--- config.mk ---
export PLATFORM = sky130hd
export DESIGN_NAME = timer_wdt_prescaler_unit
export DESIGN_NICKNAME = d
export VERILOG_FILES = /design/src/shared_prescaler.v /design/src/timer_wdt_prescaler_unit.v
export VERILOG_INCLUDE_DIRS = /design/src
export SDC_FILE = /design/constraint.sdc
export NUM_CORES = 1
export LEC_CHECK = 0
export ABC_AREA = 1
export BUFFER_PORTS_ARGS = -buffer_cell sky130_fd_sc_hd__buf_4
export CAP_MARGIN = 20
export CORE_MARGIN = 3
export CORE_UTILIZATION = 56
export CTS_CLUSTER_DIAMETER = 100
export CTS_CLUSTER_SIZE = 8
export DETAILED_ROUTE_END_ITERATION = 10
export MAX_ROUTING_LAYER = met4
export PLACE_DENSITY_LB_ADDON = 0.15
export SLEW_MARGIN = 0
export SYNTH_ARGS = -nofsm -noshare
export SYNTH_HDL_FRONTEND = slang
export SYNTH_HIERARCHICAL = 1
export SYNTH_SLANG_ARGS = --single-unit
--- constraint.sdc ---
create_clock -name clk -period 3.7 [get_ports clk]
set_input_delay 0 -clock clk [delete_from_list [all_inputs] [get_ports clk]]
set_output_delay 0 -clock clk [all_outputs]
set_load 0.05 [all_outputs]
--- src/timer_unit_defines.vh ---
// Offsets, field positions, reset values and timing counts of the timer unit
`ifndef TIMER_UNIT_DEFINES_VH
`define TIMER_UNIT_DEFINES_VH

`define ADDR_TIMER1_CONTROL 6'h0C
`define ADDR_POWER_CONTROL 6'h0E
`define ADDR_IRQ_ENABLE_MASK 6'h0F

`define TIMER1_CONTROL_RUN_BIT 2
`define TIMER1_CONTROL_PRESCALE_HI 1
`define TIMER1_CONTROL_PRESCALE_LO 0
`define TIMER1_CONTROL_RESET 8'h00
`define TIMER1_CONTROL_WR_MASK 8'h07

`define POWER_CONTROL_WDT_ENABLE_BIT 5
`define POWER_CONTROL_RESET 8'h21
`define POWER_CONTROL_WR_MASK 8'hE9
`define POWER_CONTROL_READ_ONES 8'h10

`define INTERRUPT_ENABLE_MASK_TIMER0_BIT 0
`define INTERRUPT_ENABLE_MASK_TIMER1_BIT 3
`define INTERRUPT_ENABLE_MASK_RESET 8'h00

`define OPTION_ASSIGN_BIT 3
`define OPTION_RATIO_HI 2
`define OPTION_RATIO_LO 0
`define OPTION_RESET 8'hBF
`define OPTION_WR_MASK 8'hBF

`define PRESCALER_RESET 8'hFF
`define PRESCALER_CLEAR 8'h00

`define CLKS_PER_INSTR 4
`define TIMER0_WRITE_INHIBIT 2

`define WDT_TIMEOUT_MS 18
`define WDT_RC_KHZ 256
`define WDT_TIMEOUT_TICKS (`WDT_TIMEOUT_MS * `WDT_RC_KHZ)

`endif

--- src/shared_prescaler.v ---
// Eight-bit down-counting prescaler shared by Timer0 and the watchdog
`timescale 1ns/1ns
`include "timer_unit_defines.vh"

module shared_prescaler (
    input wire clk,
    input wire sys_rst,
    input wire clear,
    input wire step,
    input wire [7:0] ratio_mask,
    output wire tick_out
);
    reg [7:0] count;
    wire [7:0] next_count;

    assign next_count = count - 8'h01;
    // Divided event when masked low bits of the decremented value reach zero
    assign tick_out = step && !clear && ((next_count & ratio_mask) == 8'h00);

    always @(posedge clk) begin
        if (sys_rst) begin
            count <= `PRESCALER_RESET; // RQ18
        end else if (clear) begin
            count <= `PRESCALER_CLEAR;
        end else if (step) begin
            count <= next_count; // RQ16
        end
    end
endmodule

--- src/timer_wdt_prescaler_unit.v ---
// Timer0, Timer1, watchdog and shared prescaler with their control registers
//
// What this block does
// (RQ1) Timer1 prescale code 00/01/10/11 divides by 1, 4, 8, 16.
// (RQ2) Timer1 counts the instruction clock, one quarter of clk, no external clock.
// (RQ3) With its run bit set, timer1 steps on each prescaled clock.
// (RQ4) With run bit clear timer1 holds and never sets its flag.
// (RQ5) Timer1 counts from zero to period, then wraps to zero and sets its flag.
// (RQ6) Timer1 prescaler clears on count write, control write and reset.
// (RQ7) Mask register holds one enable per interrupt source, one enables.
// (RQ8) Timer0 counts once per instruction cycle without the prescaler.
// (RQ9) A Timer0 write blocks counting for the next two instruction cycles.
// (RQ10) Watchdog runs from its own oscillator, also while asleep.
// (RQ11) Watchdog time-out resets the device and clears the time-out status.
// (RQ12) Watchdog enable bit in power control turns the watchdog on and off.
// (RQ13) Watchdog time-out is 18 ms, stretched up to 128 times by the prescaler.
// (RQ14) Watchdog clear instruction clears watchdog and its assigned prescaler.
// (RQ15) Sleep instruction clears watchdog and its assigned prescaler.
// (RQ16) One 8-bit down prescaler serves Timer0 or watchdog, ratio from option bits.
// (RQ17) With prescaler on Timer0, any Timer0 write clears the prescaler.
// (RQ18) Prescaler is hidden from software and loads all ones on reset.
// (RQ19) Software clears watchdog or Timer0 before moving the prescaler.
// (RQ20) Ratio codes give Timer0 1:2 to 1:256 and watchdog 1:1 to 1:128.
// (RQ21) Assign bit one gives the prescaler to watchdog, zero to Timer0.
// (RQ22) Timer0 overflow sets its flag, which stays until software clears it.
// (RQ23) Each timer requests an interrupt only with flag and enable both set.
`timescale 1ns/1ns
`include "timer_unit_defines.vh"

module timer_wdt_prescaler_unit #(
    parameter WDT_TICKS = `WDT_TIMEOUT_TICKS
) (
    input wire clk,
    input wire sys_rst,
    input wire [5:0] ctrl_addr,
    input wire ctrl_wr,
    input wire [7:0] ctrl_wdata,
    input wire option_wr,
    input wire [7:0] option_wdata,
    input wire [7:0] file_wdata,
    input wire timer0_wr,
    input wire timer1_wr,
    input wire period_wr,
    input wire timer0_flag_clr,
    input wire timer1_flag_clr,
    input wire watchdog_clear_instr,
    input wire sleep_instr,
    input wire wdt_osc,
    output reg [7:0] ctrl_rdata,
    output reg [7:0] option_value,
    output reg [7:0] timer0_count,
    output reg [7:0] timer1_count,
    output reg [7:0] timer1_period,
    output reg timer0_overflow_flag,
    output reg timer1_match_flag,
    output reg timer0_irq,
    output reg timer1_irq,
    output reg watchdog_reset,
    output reg timeout_status
);
    // Full-width constants first, then cut to the counter widths on purpose
    localparam [31:0] INSTR_LAST_FULL = `CLKS_PER_INSTR - 1;
    localparam [31:0] INHIBIT_FULL = `TIMER0_WRITE_INHIBIT;
    localparam [31:0] WDT_LAST_FULL = WDT_TICKS - 1;
    localparam [1:0] INSTR_LAST = INSTR_LAST_FULL[1:0];
    localparam [1:0] INHIBIT_CYCLES = INHIBIT_FULL[1:0];
    localparam [15:0] WDT_LAST = WDT_LAST_FULL[15:0];

    // Low-bit mask of the down counter for the selected ratio
    function [7:0] ratio_mask;
        input [2:0] code;
        input for_wdt;
        begin
            if (for_wdt) begin
                ratio_mask = (8'h01 << code) - 8'h01; // RQ20
            end else begin
                ratio_mask = (8'h02 << code) - 8'h01; // RQ20
            end
        end
    endfunction

    reg [7:0] timer1_control;
    reg [7:0] power_control;
    reg [7:0] interrupt_enable_mask;
    reg [1:0] instr_phase;
    reg instr_tick;
    reg [1:0] t0_inhibit;
    reg [3:0] t1_prescale;
    reg [3:0] t1_prescale_last;
    reg osc_meta;
    reg osc_sync;
    reg osc_prev;
    reg [15:0] wdt_count;
    reg [7:0] next_rdata;

    wire prescaler_assign;
    wire [2:0] prescaler_ratio;
    wire timer1_run;
    wire [1:0] timer1_prescale_sel;
    wire watchdog_enable;
    wire ctrl_wr_timer1_control;
    wire rc_tick;
    wire wdt_base;
    wire wdt_restart;
    wire pre_step;
    wire pre_clear;
    wire pre_tick;
    wire t0_source;
    wire t0_step;
    wire t0_overflow;
    wire t1_step;
    wire t1_match;
    wire wdt_timeout;

    assign prescaler_assign = option_value[`OPTION_ASSIGN_BIT];
    assign prescaler_ratio = option_value[`OPTION_RATIO_HI:`OPTION_RATIO_LO];
    assign timer1_run = timer1_control[`TIMER1_CONTROL_RUN_BIT];
    assign timer1_prescale_sel = timer1_control[`TIMER1_CONTROL_PRESCALE_HI:`TIMER1_CONTROL_PRESCALE_LO];
    assign watchdog_enable = power_control[`POWER_CONTROL_WDT_ENABLE_BIT];
    assign ctrl_wr_timer1_control = ctrl_wr && (ctrl_addr == `ADDR_TIMER1_CONTROL);

    // Instruction clock: one enable pulse every four clk cycles
    always @(posedge clk) begin
        if (sys_rst) begin
            instr_phase <= 2'h0;
            instr_tick <= 1'b0;
        end else begin
            instr_phase <= instr_phase + 2'h1;
            instr_tick <= (instr_phase == INSTR_LAST);
        end
    end

    // Control registers on the byte-wide access port; unmapped addresses are ignored
    always @(posedge clk) begin
        if (sys_rst) begin
            timer1_control <= `TIMER1_CONTROL_RESET;
            power_control <= `POWER_CONTROL_RESET;
            interrupt_enable_mask <= `INTERRUPT_ENABLE_MASK_RESET;
        end else if (ctrl_wr) begin
            case (ctrl_addr)
                `ADDR_TIMER1_CONTROL: begin
                    timer1_control <= ctrl_wdata & `TIMER1_CONTROL_WR_MASK;
                end
                `ADDR_POWER_CONTROL: begin
                    power_control <= ctrl_wdata & `POWER_CONTROL_WR_MASK; // RQ12
                end
                `ADDR_IRQ_ENABLE_MASK: begin
                    interrupt_enable_mask <= ctrl_wdata; // RQ7
                end
                default: begin
                end
            endcase
        end
    end

    always @* begin
        case (ctrl_addr)
            `ADDR_TIMER1_CONTROL: next_rdata = timer1_control;
            `ADDR_POWER_CONTROL: next_rdata = power_control | `POWER_CONTROL_READ_ONES;
            `ADDR_IRQ_ENABLE_MASK: next_rdata = interrupt_enable_mask;
            default: next_rdata = 8'h00;
        endcase
    end

    always @(posedge clk) begin
        if (sys_rst) begin
            ctrl_rdata <= 8'h00;
        end else begin
            ctrl_rdata <= next_rdata;
        end
    end

    // Option register, loaded by the option instruction; the global enable bit lives elsewhere
    always @(posedge clk) begin
        if (sys_rst) begin
            option_value <= `OPTION_RESET;
        end else if (option_wr) begin
            option_value <= option_wdata & `OPTION_WR_MASK;
        end
    end

    // Watchdog oscillator pin: two-stage synchroniser, then edge detect
    always @(posedge clk) begin
        if (sys_rst) begin
            osc_meta <= 1'b0;
            osc_sync <= 1'b0;
            osc_prev <= 1'b0;
        end else begin
            osc_meta <= wdt_osc;
            osc_sync <= osc_meta;
            osc_prev <= osc_sync;
        end
    end

    assign rc_tick = osc_sync && !osc_prev; // RQ10

    // Watchdog base counter; clk is assumed alive in sleep so the RC edges still count
    assign wdt_restart = watchdog_clear_instr || sleep_instr; // RQ14 RQ15
    assign wdt_base = watchdog_enable && rc_tick && !wdt_restart && (wdt_count == WDT_LAST); // RQ13

    always @(posedge clk) begin
        if (sys_rst) begin
            wdt_count <= 16'h0000;
        end else if (wdt_restart || !watchdog_enable) begin
            wdt_count <= 16'h0000; // RQ12
        end else if (rc_tick) begin
            if (wdt_count == WDT_LAST) begin
                wdt_count <= 16'h0000;
            end else begin
                wdt_count <= wdt_count + 16'h0001;
            end
        end
    end

    // Prescaler user and clear source follow the assign bit
    assign pre_step = prescaler_assign ? wdt_base : instr_tick; // RQ21
    assign pre_clear = prescaler_assign ? wdt_restart : timer0_wr; // RQ14 RQ15 RQ17

    shared_prescaler u_prescaler (
        .clk(clk),
        .sys_rst(sys_rst),
        .clear(pre_clear),
        .step(pre_step),
        .ratio_mask(ratio_mask(prescaler_ratio, prescaler_assign)),
        .tick_out(pre_tick)
    );

    assign wdt_timeout = prescaler_assign ? pre_tick : wdt_base; // RQ13 RQ16

    // Time-out holds the reset request until the device reset arrives
    always @(posedge clk) begin
        if (sys_rst) begin
            watchdog_reset <= 1'b0;
            timeout_status <= !watchdog_reset; // RQ11
        end else if (wdt_timeout) begin
            watchdog_reset <= 1'b1; // RQ11
            timeout_status <= 1'b0; // RQ11
        end else if (wdt_restart) begin
            timeout_status <= 1'b1;
        end
    end

    // Timer0
    assign t0_source = prescaler_assign ? instr_tick : pre_tick; // RQ8 RQ16
    assign t0_step = t0_source && (t0_inhibit == 2'h0) && !timer0_wr; // RQ9
    assign t0_overflow = t0_step && (timer0_count == 8'hFF);

    always @(posedge clk) begin
        if (sys_rst) begin
            timer0_count <= 8'h00;
            t0_inhibit <= 2'h0;
        end else if (timer0_wr) begin
            timer0_count <= file_wdata;
            t0_inhibit <= INHIBIT_CYCLES; // RQ9
        end else begin
            if (t0_step) begin
                timer0_count <= timer0_count + 8'h01; // RQ8
            end
            if (instr_tick && (t0_inhibit != 2'h0)) begin
                t0_inhibit <= t0_inhibit - 2'h1;
            end
        end
    end

    // Set wins over a clear in the same cycle
    always @(posedge clk) begin
        if (sys_rst) begin
            timer0_overflow_flag <= 1'b0;
        end else if (t0_overflow) begin
            timer0_overflow_flag <= 1'b1; // RQ22
        end else if (timer0_flag_clr) begin
            timer0_overflow_flag <= 1'b0;
        end
    end

    // Timer1 prescaler: terminal value decoded from the select field
    always @* begin
        case (timer1_prescale_sel)
            2'b00: t1_prescale_last = 4'h0;
            2'b01: t1_prescale_last = 4'h3;
            2'b10: t1_prescale_last = 4'h7;
            2'b11: t1_prescale_last = 4'hF;
            default: t1_prescale_last = 4'h0;
        endcase
    end

    assign t1_step = instr_tick && timer1_run && (t1_prescale == t1_prescale_last)
        && !timer1_wr && !ctrl_wr_timer1_control; // RQ1 RQ2 RQ3 RQ4
    assign t1_match = t1_step && (timer1_count == timer1_period); // RQ5

    always @(posedge clk) begin
        if (sys_rst || timer1_wr || ctrl_wr_timer1_control) begin
            t1_prescale <= 4'h0; // RQ6
        end else if (instr_tick && timer1_run) begin
            if (t1_prescale == t1_prescale_last) begin
                t1_prescale <= 4'h0; // RQ1
            end else begin
                t1_prescale <= t1_prescale + 4'h1;
            end
        end
    end

    always @(posedge clk) begin
        if (sys_rst) begin
            timer1_count <= 8'h00;
        end else if (timer1_wr) begin
            timer1_count <= file_wdata;
        end else if (t1_match) begin
            timer1_count <= 8'h00; // RQ5
        end else if (t1_step) begin
            timer1_count <= timer1_count + 8'h01; // RQ3
        end
    end

    always @(posedge clk) begin
        if (sys_rst) begin
            timer1_period <= 8'hFF;
        end else if (period_wr) begin
            timer1_period <= file_wdata;
        end
    end

    always @(posedge clk) begin
        if (sys_rst) begin
            timer1_match_flag <= 1'b0;
        end else if (t1_match) begin
            timer1_match_flag <= 1'b1; // RQ5
        end else if (timer1_flag_clr) begin
            timer1_match_flag <= 1'b0;
        end
    end

    // Requests lag their flag by one cycle so the outputs stay registered
    always @(posedge clk) begin
        if (sys_rst) begin
            timer0_irq <= 1'b0;
            timer1_irq <= 1'b0;
        end else begin
            timer0_irq <= timer0_overflow_flag && interrupt_enable_mask[`INTERRUPT_ENABLE_MASK_TIMER0_BIT]; // RQ23
            timer1_irq <= timer1_match_flag && interrupt_enable_mask[`INTERRUPT_ENABLE_MASK_TIMER1_BIT]; // RQ23
        end
    end
endmodule

==> results.toml, run 1 <==
[run_status]
outcome = "finished clean"

[finish]
nets = 884
syn_to_final_growth_pct = 28.5
antenna-diode-count = 0
share_of_layout_cells_above_drive_strength_1 = 0.162

[placement]
dp_hpwl_microns = 8810
gp_congestion = 0.890
pre_cts_slack_ns = 0.465
port_buffers = 85

[synth]
netlist.area_leader.share = 0.389
synth.avg_cell_area_sq_um = 7.03
asyncSetResetFlopFracSynth = 0
synthesis.nets = 755
edff_count_synth = 1
yosys-top-cells-area = "dfxtp_1, nand2_1, inv_1, nand3_1, a21oi_1"
synth_top_area_cell = "dfxtp_1"
ys_ff_latch = 97
syn-cell-area_sq_um = 4940
synth_cells = 703
synthesis.yosys.warnings = 6
dominantRegCellSynth = "dfxtp_1"
synth.yosys.seq_area_share = 0.395
post_synth_num_cell_types = 46

[worst_setup_path]
timing.critical_path.from_type = "flip-flop"
rr_endpoint = "timer0_overflow_flag"
timing.reg2reg.setup_slack_ns = 0.52
reg2regPathDepth = 20
timing.critical_path.fanout_max = 7
critPathRequiredTime_ns = 4.00
setup.worst_path.end_class = "flip-flop"
critical_path_class = "flip-flop to flip-flop"
timing.rr.start = "wdt_count[0]"
critPathArrivalTime_ns = 3.48

[timing]
postLayoutSetupSlackWorst_ns = 0.524
timing.final.crit_share = 0.858
timing_max_transition_violations_final = 0
layout_min_cycle_time_ns = 3.18
worst_slew_margin_relative_to_its_limit = 0.475
tns_ns = 0
holdWs_ns = 0.0104
setup_violations = 0
final_hold_fails = 0
finClkSkew_ns = 0.0141
rsz_0062_raised_after_global_routing = "no"
fmax_mhz = 315
worst-slew-pin-transition_ns = 0.779

[die]
fp.dieArea_sq_um = 9990
initial_core_util = 0.589
standard_cell_rows = 33
die_h_microns = 99.9
die_width_microns = 99.9
core_sq_um = 8380
ios = 88

[global_routing]
maximum_number_of_pins_on_one_net_before_global_route_repair = 52
number_of_global_route_vias_before_repair = 4925
grt_antenna_before_repair = 0
globalRouteOverflowTotal = 0
grt_first_pass_wirelength_microns = 21800
groute.usage.overall = 0.274

[power]
pd_cells_nw_per_um2 = 361
vdd_ir_drop_max_uv = 204
leakage_nw = 2.82

[cts]
clk_pin_slew_ns = 0.11
worst_skew_pair.late_latency_ns = 0.37
clock_tree.root_cell = "clkbuf_8"
cts.path.max_buffers = 2
clock-sinks = 97
cts_tree = "built"
ctsHtreeMaxLevel = 3
cts_buffers = 9

[worst_hold_path]
launch_point_of_the_worst_hold_path = "sleep_instr"
min_path_type = "input port to flip-flop"
holdPathEnd = "timeout_status"
min_delay_path_depth = 3

[detailed_routing]
route.vias.total = 5064
drc = 0
dr.pass1.iters = 5
routedWlPerCell_microns = 13.9
wl_microns = 13100
drt_iter0_markers = 360
ant_nets = 0
vias_per_cell = 5.38

[job]
maxCapViolations = 0
[what timing repair did]
item	in CTS	in global routing
resized for setup	0	1
hold endpoints to repair	50	0
hold buffers	52	0
setup endpoints to repair	0	4
buffers inserted	0	0
[synthesized netlist by cell type, drive strengths merged (2+ instances only)]
cell / count
ha: 10
dfxtp: 96
buf: 6
o21bai: 3
a31oi: 6
clkbuf: 13
nand2: 182
a21oi: 52
o21ai: 28
nor4: 2
nand4: 14
a211oi: 3
xnor2: 6
o211ai: 5
inv: 93
o31ai: 2
nand3: 59
nand3b: 2
o21a: 2
xor2: 23
nor3: 15
nor2: 71
[kinds of logic after synthesis]
family,share of synthesized area
and+or+nand+nor,0.315
buffers and inverters,0.0909
AOI/OAI and AO/OA,0.121
DFF,0.395
xor gates and xnor gates,0.0514
adders and majority gates,0.0253
other,0.000759
[metal layers]
metal | global-route usage | share of wire
met3 | 0.0403 | 0.047
met1 | 0.322 | 0.42
met2 | 0.482 | 0.51
met5 | - | 0
met4 | 0.0819 | 0.015
[per-stage QoR]
step	cell area (sq um)	cells	utilization	power, W
after floorplan	4940	703	-	0.00139
after global placement	5610	874	0.670	0.00150
after detailed placement	5610	874	0.670	0.00151
after CTS	6350	942	0.757	0.00228
after global routing	6350	942	0.757	0.00238
final	6350	942	0.757	0.00229
[layout by cell type, fill, tap and decap left out, types with 5 or more instances in the layout]
| master | Yosys | final |
|---|---|---|
| nand2_1 | 179 | 179 |
| dfxtp_1 | 96 | 96 |
| inv_1 | 89 | 89 |
| buf_4 | 2 | 85 |
| nand3_1 | 58 | 58 |
| nor2_1 | 55 | 54 |
| dlygate4sd3_1 | 0 | 52 |
| a21oi_1 | 48 | 48 |
| o21ai_0 | 26 | 26 |
| xor2_1 | 23 | 23 |
| nor2_2 | 14 | 15 |
| nand4_1 | 12 | 12 |
| nor3_1 | 12 | 12 |
| ha_1 | 10 | 10 |
| clkbuf_8 | 0 | 10 |
| xnor2_1 | 6 | 6 |
| a31oi_1 | 6 | 6 |
| o211ai_1 | 5 | 5 |
[critical path: stages, from the launching register on]
cell	delay, ns
dfxtp_1	0.40
ha_1	0.18
nand2_1	0.10
nor3_4	0.28
nand2_1	0.10
nor3_1	0.25
nand3_1	0.10
o21ai_0	0.16
inv_2	0.08
nor2_4	0.17
nand3_2	0.08
nor2_1	0.10
nand2_1	0.06
nor2_2	0.09
nand2_1	0.06
nor2_2	0.10
o21a_1	0.18
nand2_1	0.08
nor2_2	0.26
a41oi_1	0.17
nor2_1	0.11
[registers in the layout (all words and copies together) (netlist names), 4 cells and up]
| name | count |
|---|---|
| timer1_count | 8 |
| wdt_count | 16 |
| timer0_count | 8 |
| option_value | 7 |
| interrupt_enable_mask | 8 |
| ctrl_rdata | 8 |
| timer1_period | 8 |
| u_prescaler/count | 8 |
| t1_prescale | 4 |
| power_control | 5 |
[how the worst max path moves through the flow]
stage                                from  slack [ns]                    to  cells after the start
after floorplan           option_value[3]        0.71  timer0_overflow_flag                     18
after global placement       wdt_count[0]        0.50  timer0_overflow_flag                     20
after detailed placement     wdt_count[0]        0.46       timer0_count[2]                     20
after CTS                    wdt_count[0]        0.40  timer0_overflow_flag                     20
after global routing         wdt_count[0]        0.06       timer0_count[1]                     20
final                        wdt_count[0]        0.52  timer0_overflow_flag                     20
[cell type report]
type	instances	area, sq um
inverters	94	353
flip-flops and latches	97	1950
clock buffers	10	138
multi-input cells	493	2540
fillers	622	2030
clock inverters	6	73.8
repair buffers	137	1160
well taps	105	131
[report_power, final]
group	internal (W)	switching (W)	leakage, nW
Sequential	0.00108	0.0000442	0.795
Clock	0.000342	0.000406	0.109
Combinational	0.000164	0.000250	1.92
Power figures use the tool's default switching activity.
==> run 2, diff against run 1 <==
- BUFFER_PORTS_ARGS: -buffer_cell sky130_fd_sc_hd__buf_4 -> -buffer_cell sky130_fd_sc_hd__buf_2
==> run 2 against run 1 <==
Net effect: fmax decreased by 0.52%; clock skew shrank 0.0032 ns; via count is 1.5% lower; critical path depth did not move; sequential share of layout area up 1.3 points; first-iteration DRC count shrank 41%; power fell by 0.60%; combinational power fell by 8.7%; clock-buffer cell count stayed put; critical path type unchanged.
==> results.toml, run 2 (synthesis gave the netlist of run 1 again) <==
[worst_setup_path]
critPathLaunch = "wdt_count[0]"
rr_endpoint = "timer0_count[1]"
critPathArrivalTime_ns = 3.47
setup.worst_path.end_class = "flip-flop"
timing.rr.start = "wdt_count[0]"
timing.critical_path.from_type = "flip-flop"
reg2regPathDepth = 20
crit_path_end = "timer0_count[1]"
critPathRequiredTime_ns = 3.98
critical_path_class = "flip-flop to flip-flop"
timing.critical_path.fanout_max = 7
timing.reg2reg.setup_slack_ns = 0.51

[power]
power_report.internal_total_w = 0.00162
pd_cells_nw_per_um2 = 374
clockPowerShare = 0.340
leakage_nw = 2.73
vdd_ir_drop_max_uv = 298
sw_frac_of_total = 0.289
sequential_power_share = 0.494
switching_power_w = 0.000658
power.share.combinational = 0.166

[timing]
worst_slew_margin_relative_to_its_limit = 0.487
timing.final.crit_share = 0.863
worst-slew-pin-transition_ns = 0.762
timing_max_transition_violations_final = 0
layout_min_cycle_time_ns = 3.19
final_hold_fails = 0
tns_ns = 0
rsz_0062_raised_after_global_routing = "no"
setup_violations = 0
finClkSkew_ns = 0.0109
fmax_mhz = 313

[global_routing]
grt_antenna_before_repair = 0
globalRouteOverflowTotal = 0
maximum_number_of_pins_on_one_net_before_global_route_repair = 51
grt_first_pass_wirelength_microns = 21100
groute.usage.overall = 0.263
number_of_global_route_vias_before_repair = 4866

[die]
die_h_microns = 99.9
ios = 88
fp.dieArea_sq_um = 9990
core_sq_um = 8380
die_width_microns = 99.9
standard_cell_rows = 33
initial_core_util = 0.589

[detailed_routing]
route.vias.total = 4986
routedWlPerCell_microns = 13.2
vias_per_cell = 5.33
ant_nets = 0
drt_iter0_markers = 214
dr.pass1.iters = 5
wl_microns = 12300
drc = 0

[cts]
postCtsSetupRepairBufs = 0
worst_skew_pair.late_latency_ns = 0.36
cts_buffers = 9
ctsHtreeMaxLevel = 3
clock_tree.root_cell = "clkbuf_8"
cts.path.max_buffers = 2
clock-sinks = 97
cts_tree = "built"
clk_pin_slew_ns = 0.10

[finish]
largest_register_ff_count = 16
fillers = 689
syn_to_final_growth_pct = 23.2
share_of_layout_cells_above_drive_strength_1 = 0.165
nets = 878
layout_common_cells = "nand2_1, dfxtp_1, inv_1"
ff_latch_area_sq_um = 1950
instances_no_fill = 936
layout.cell_area.non_filler_sq_um = 6090
top_register = "wdt_count"
antenna-diode-count = 0
area_of_combinational_cells_with_multiple_inputs_sq_um = 2540
final_common_cell = "nand2_1"

[job]
maxCapViolations = 0

[placement]
placed_cells_incl_taps = 875
postPlaceCellArea_sq_um = 5410
gp_congestion = 0.910
port_buffers = 85
dp_hpwl_microns = 8700

[run_status]
outcome = "finished clean"

[worst_hold_path]
min_path_type = "input port to flip-flop"
-- run 2: cell count changes in the layout (fill, tap and decap cells not counted), sizes merged --
cell / delta
clkinvlp: +2
clkinv: -1
inv: -2
buf: +1
bufinv: +1
dlygate4sd3: -7
-- run 2: worst min-delay path by stage --
stage / startpoint / cells past startpoint / end
final: period_wr / 3 / timer1_period[2]
after global routing: period_wr / 3 / timer1_period[2]
after CTS: period_wr / 3 / timer1_period[2]
after detailed placement: timer1_flag_clr / 2 / timer1_match_flag
after global placement: timer1_flag_clr / 2 / timer1_match_flag
after floorplan: ctrl_addr[0] / 1 / ctrl_rdata[4]
-- run 2: final cells by class --
class	count	share of cell area
sequential	97	0.321
inverter	94	0.0579
timing repair buffer	131	0.145
tap	105	0.0216
clock inverter	6	0.0148
multi-input combinational	493	0.418
clock buffer	10	0.0226
-- run 2: stage by stage --
stage                     setup WS, ns  hold slack, ns  total power [W]   util
final                            0.508          0.0186          0.00228  0.727
after global routing             0.107          0.0266          0.00237  0.727
after CTS                        0.353         0.00166          0.00229  0.726
after detailed placement         0.383           0.209          0.00148  0.645
after global placement           0.511           0.203          0.00147  0.645
after floorplan                  0.707          0.0969          0.00139      -
-- run 2: routing by layer --
metal  vias up  global-route usage  wire (microns)
met1      2298               0.303            5230
li1       2514                   -               -
met4         0              0.0704             199
met5         -                   -               0
met2       150               0.461            6290
met3        24              0.0563             631
-- run 2: what timing repair did --
| action | 4_1_cts | 5_1_grt |
|---|---|---|
| setup endpoints to repair | 0 | 4 |
| hold buffers | 45 | 0 |
| gates resized for setup | 0 | 1 |
| endpoints found under the hold margin | 44 | 0 |
-- run 2: critical path, cell delays in order, from the launching register on --
cell and delay [ns]:
dfxtp_1 0.40, ha_1 0.19, nand2_1 0.11, nor3_4 0.26, nand2_1 0.09, nor3_1 0.24, nand3_1 0.11, o21ai_0 0.16
inv_2 0.08, nor2_4 0.18, nand3_2 0.08, nor2_1 0.11, nand2_1 0.07, nor2_2 0.07, nand2_1 0.06, nor2_2 0.11
o21a_1 0.18, nand2_1 0.08, nor2_2 0.27, nand2_1 0.09, a31oi_1 0.18
-- run 2: power by group through the flow --
stage,Sequential [W],Clock [W],Combinational (W)
finish,0.00112,0.000773,0.000378
global route,0.00113,0.000820,0.000417
CTS,0.00112,0.000792,0.000375
detailed placement,0.00115,0,0.000335
global placement,0.00115,0,0.000327
floorplan,0.00122,0,0.000170
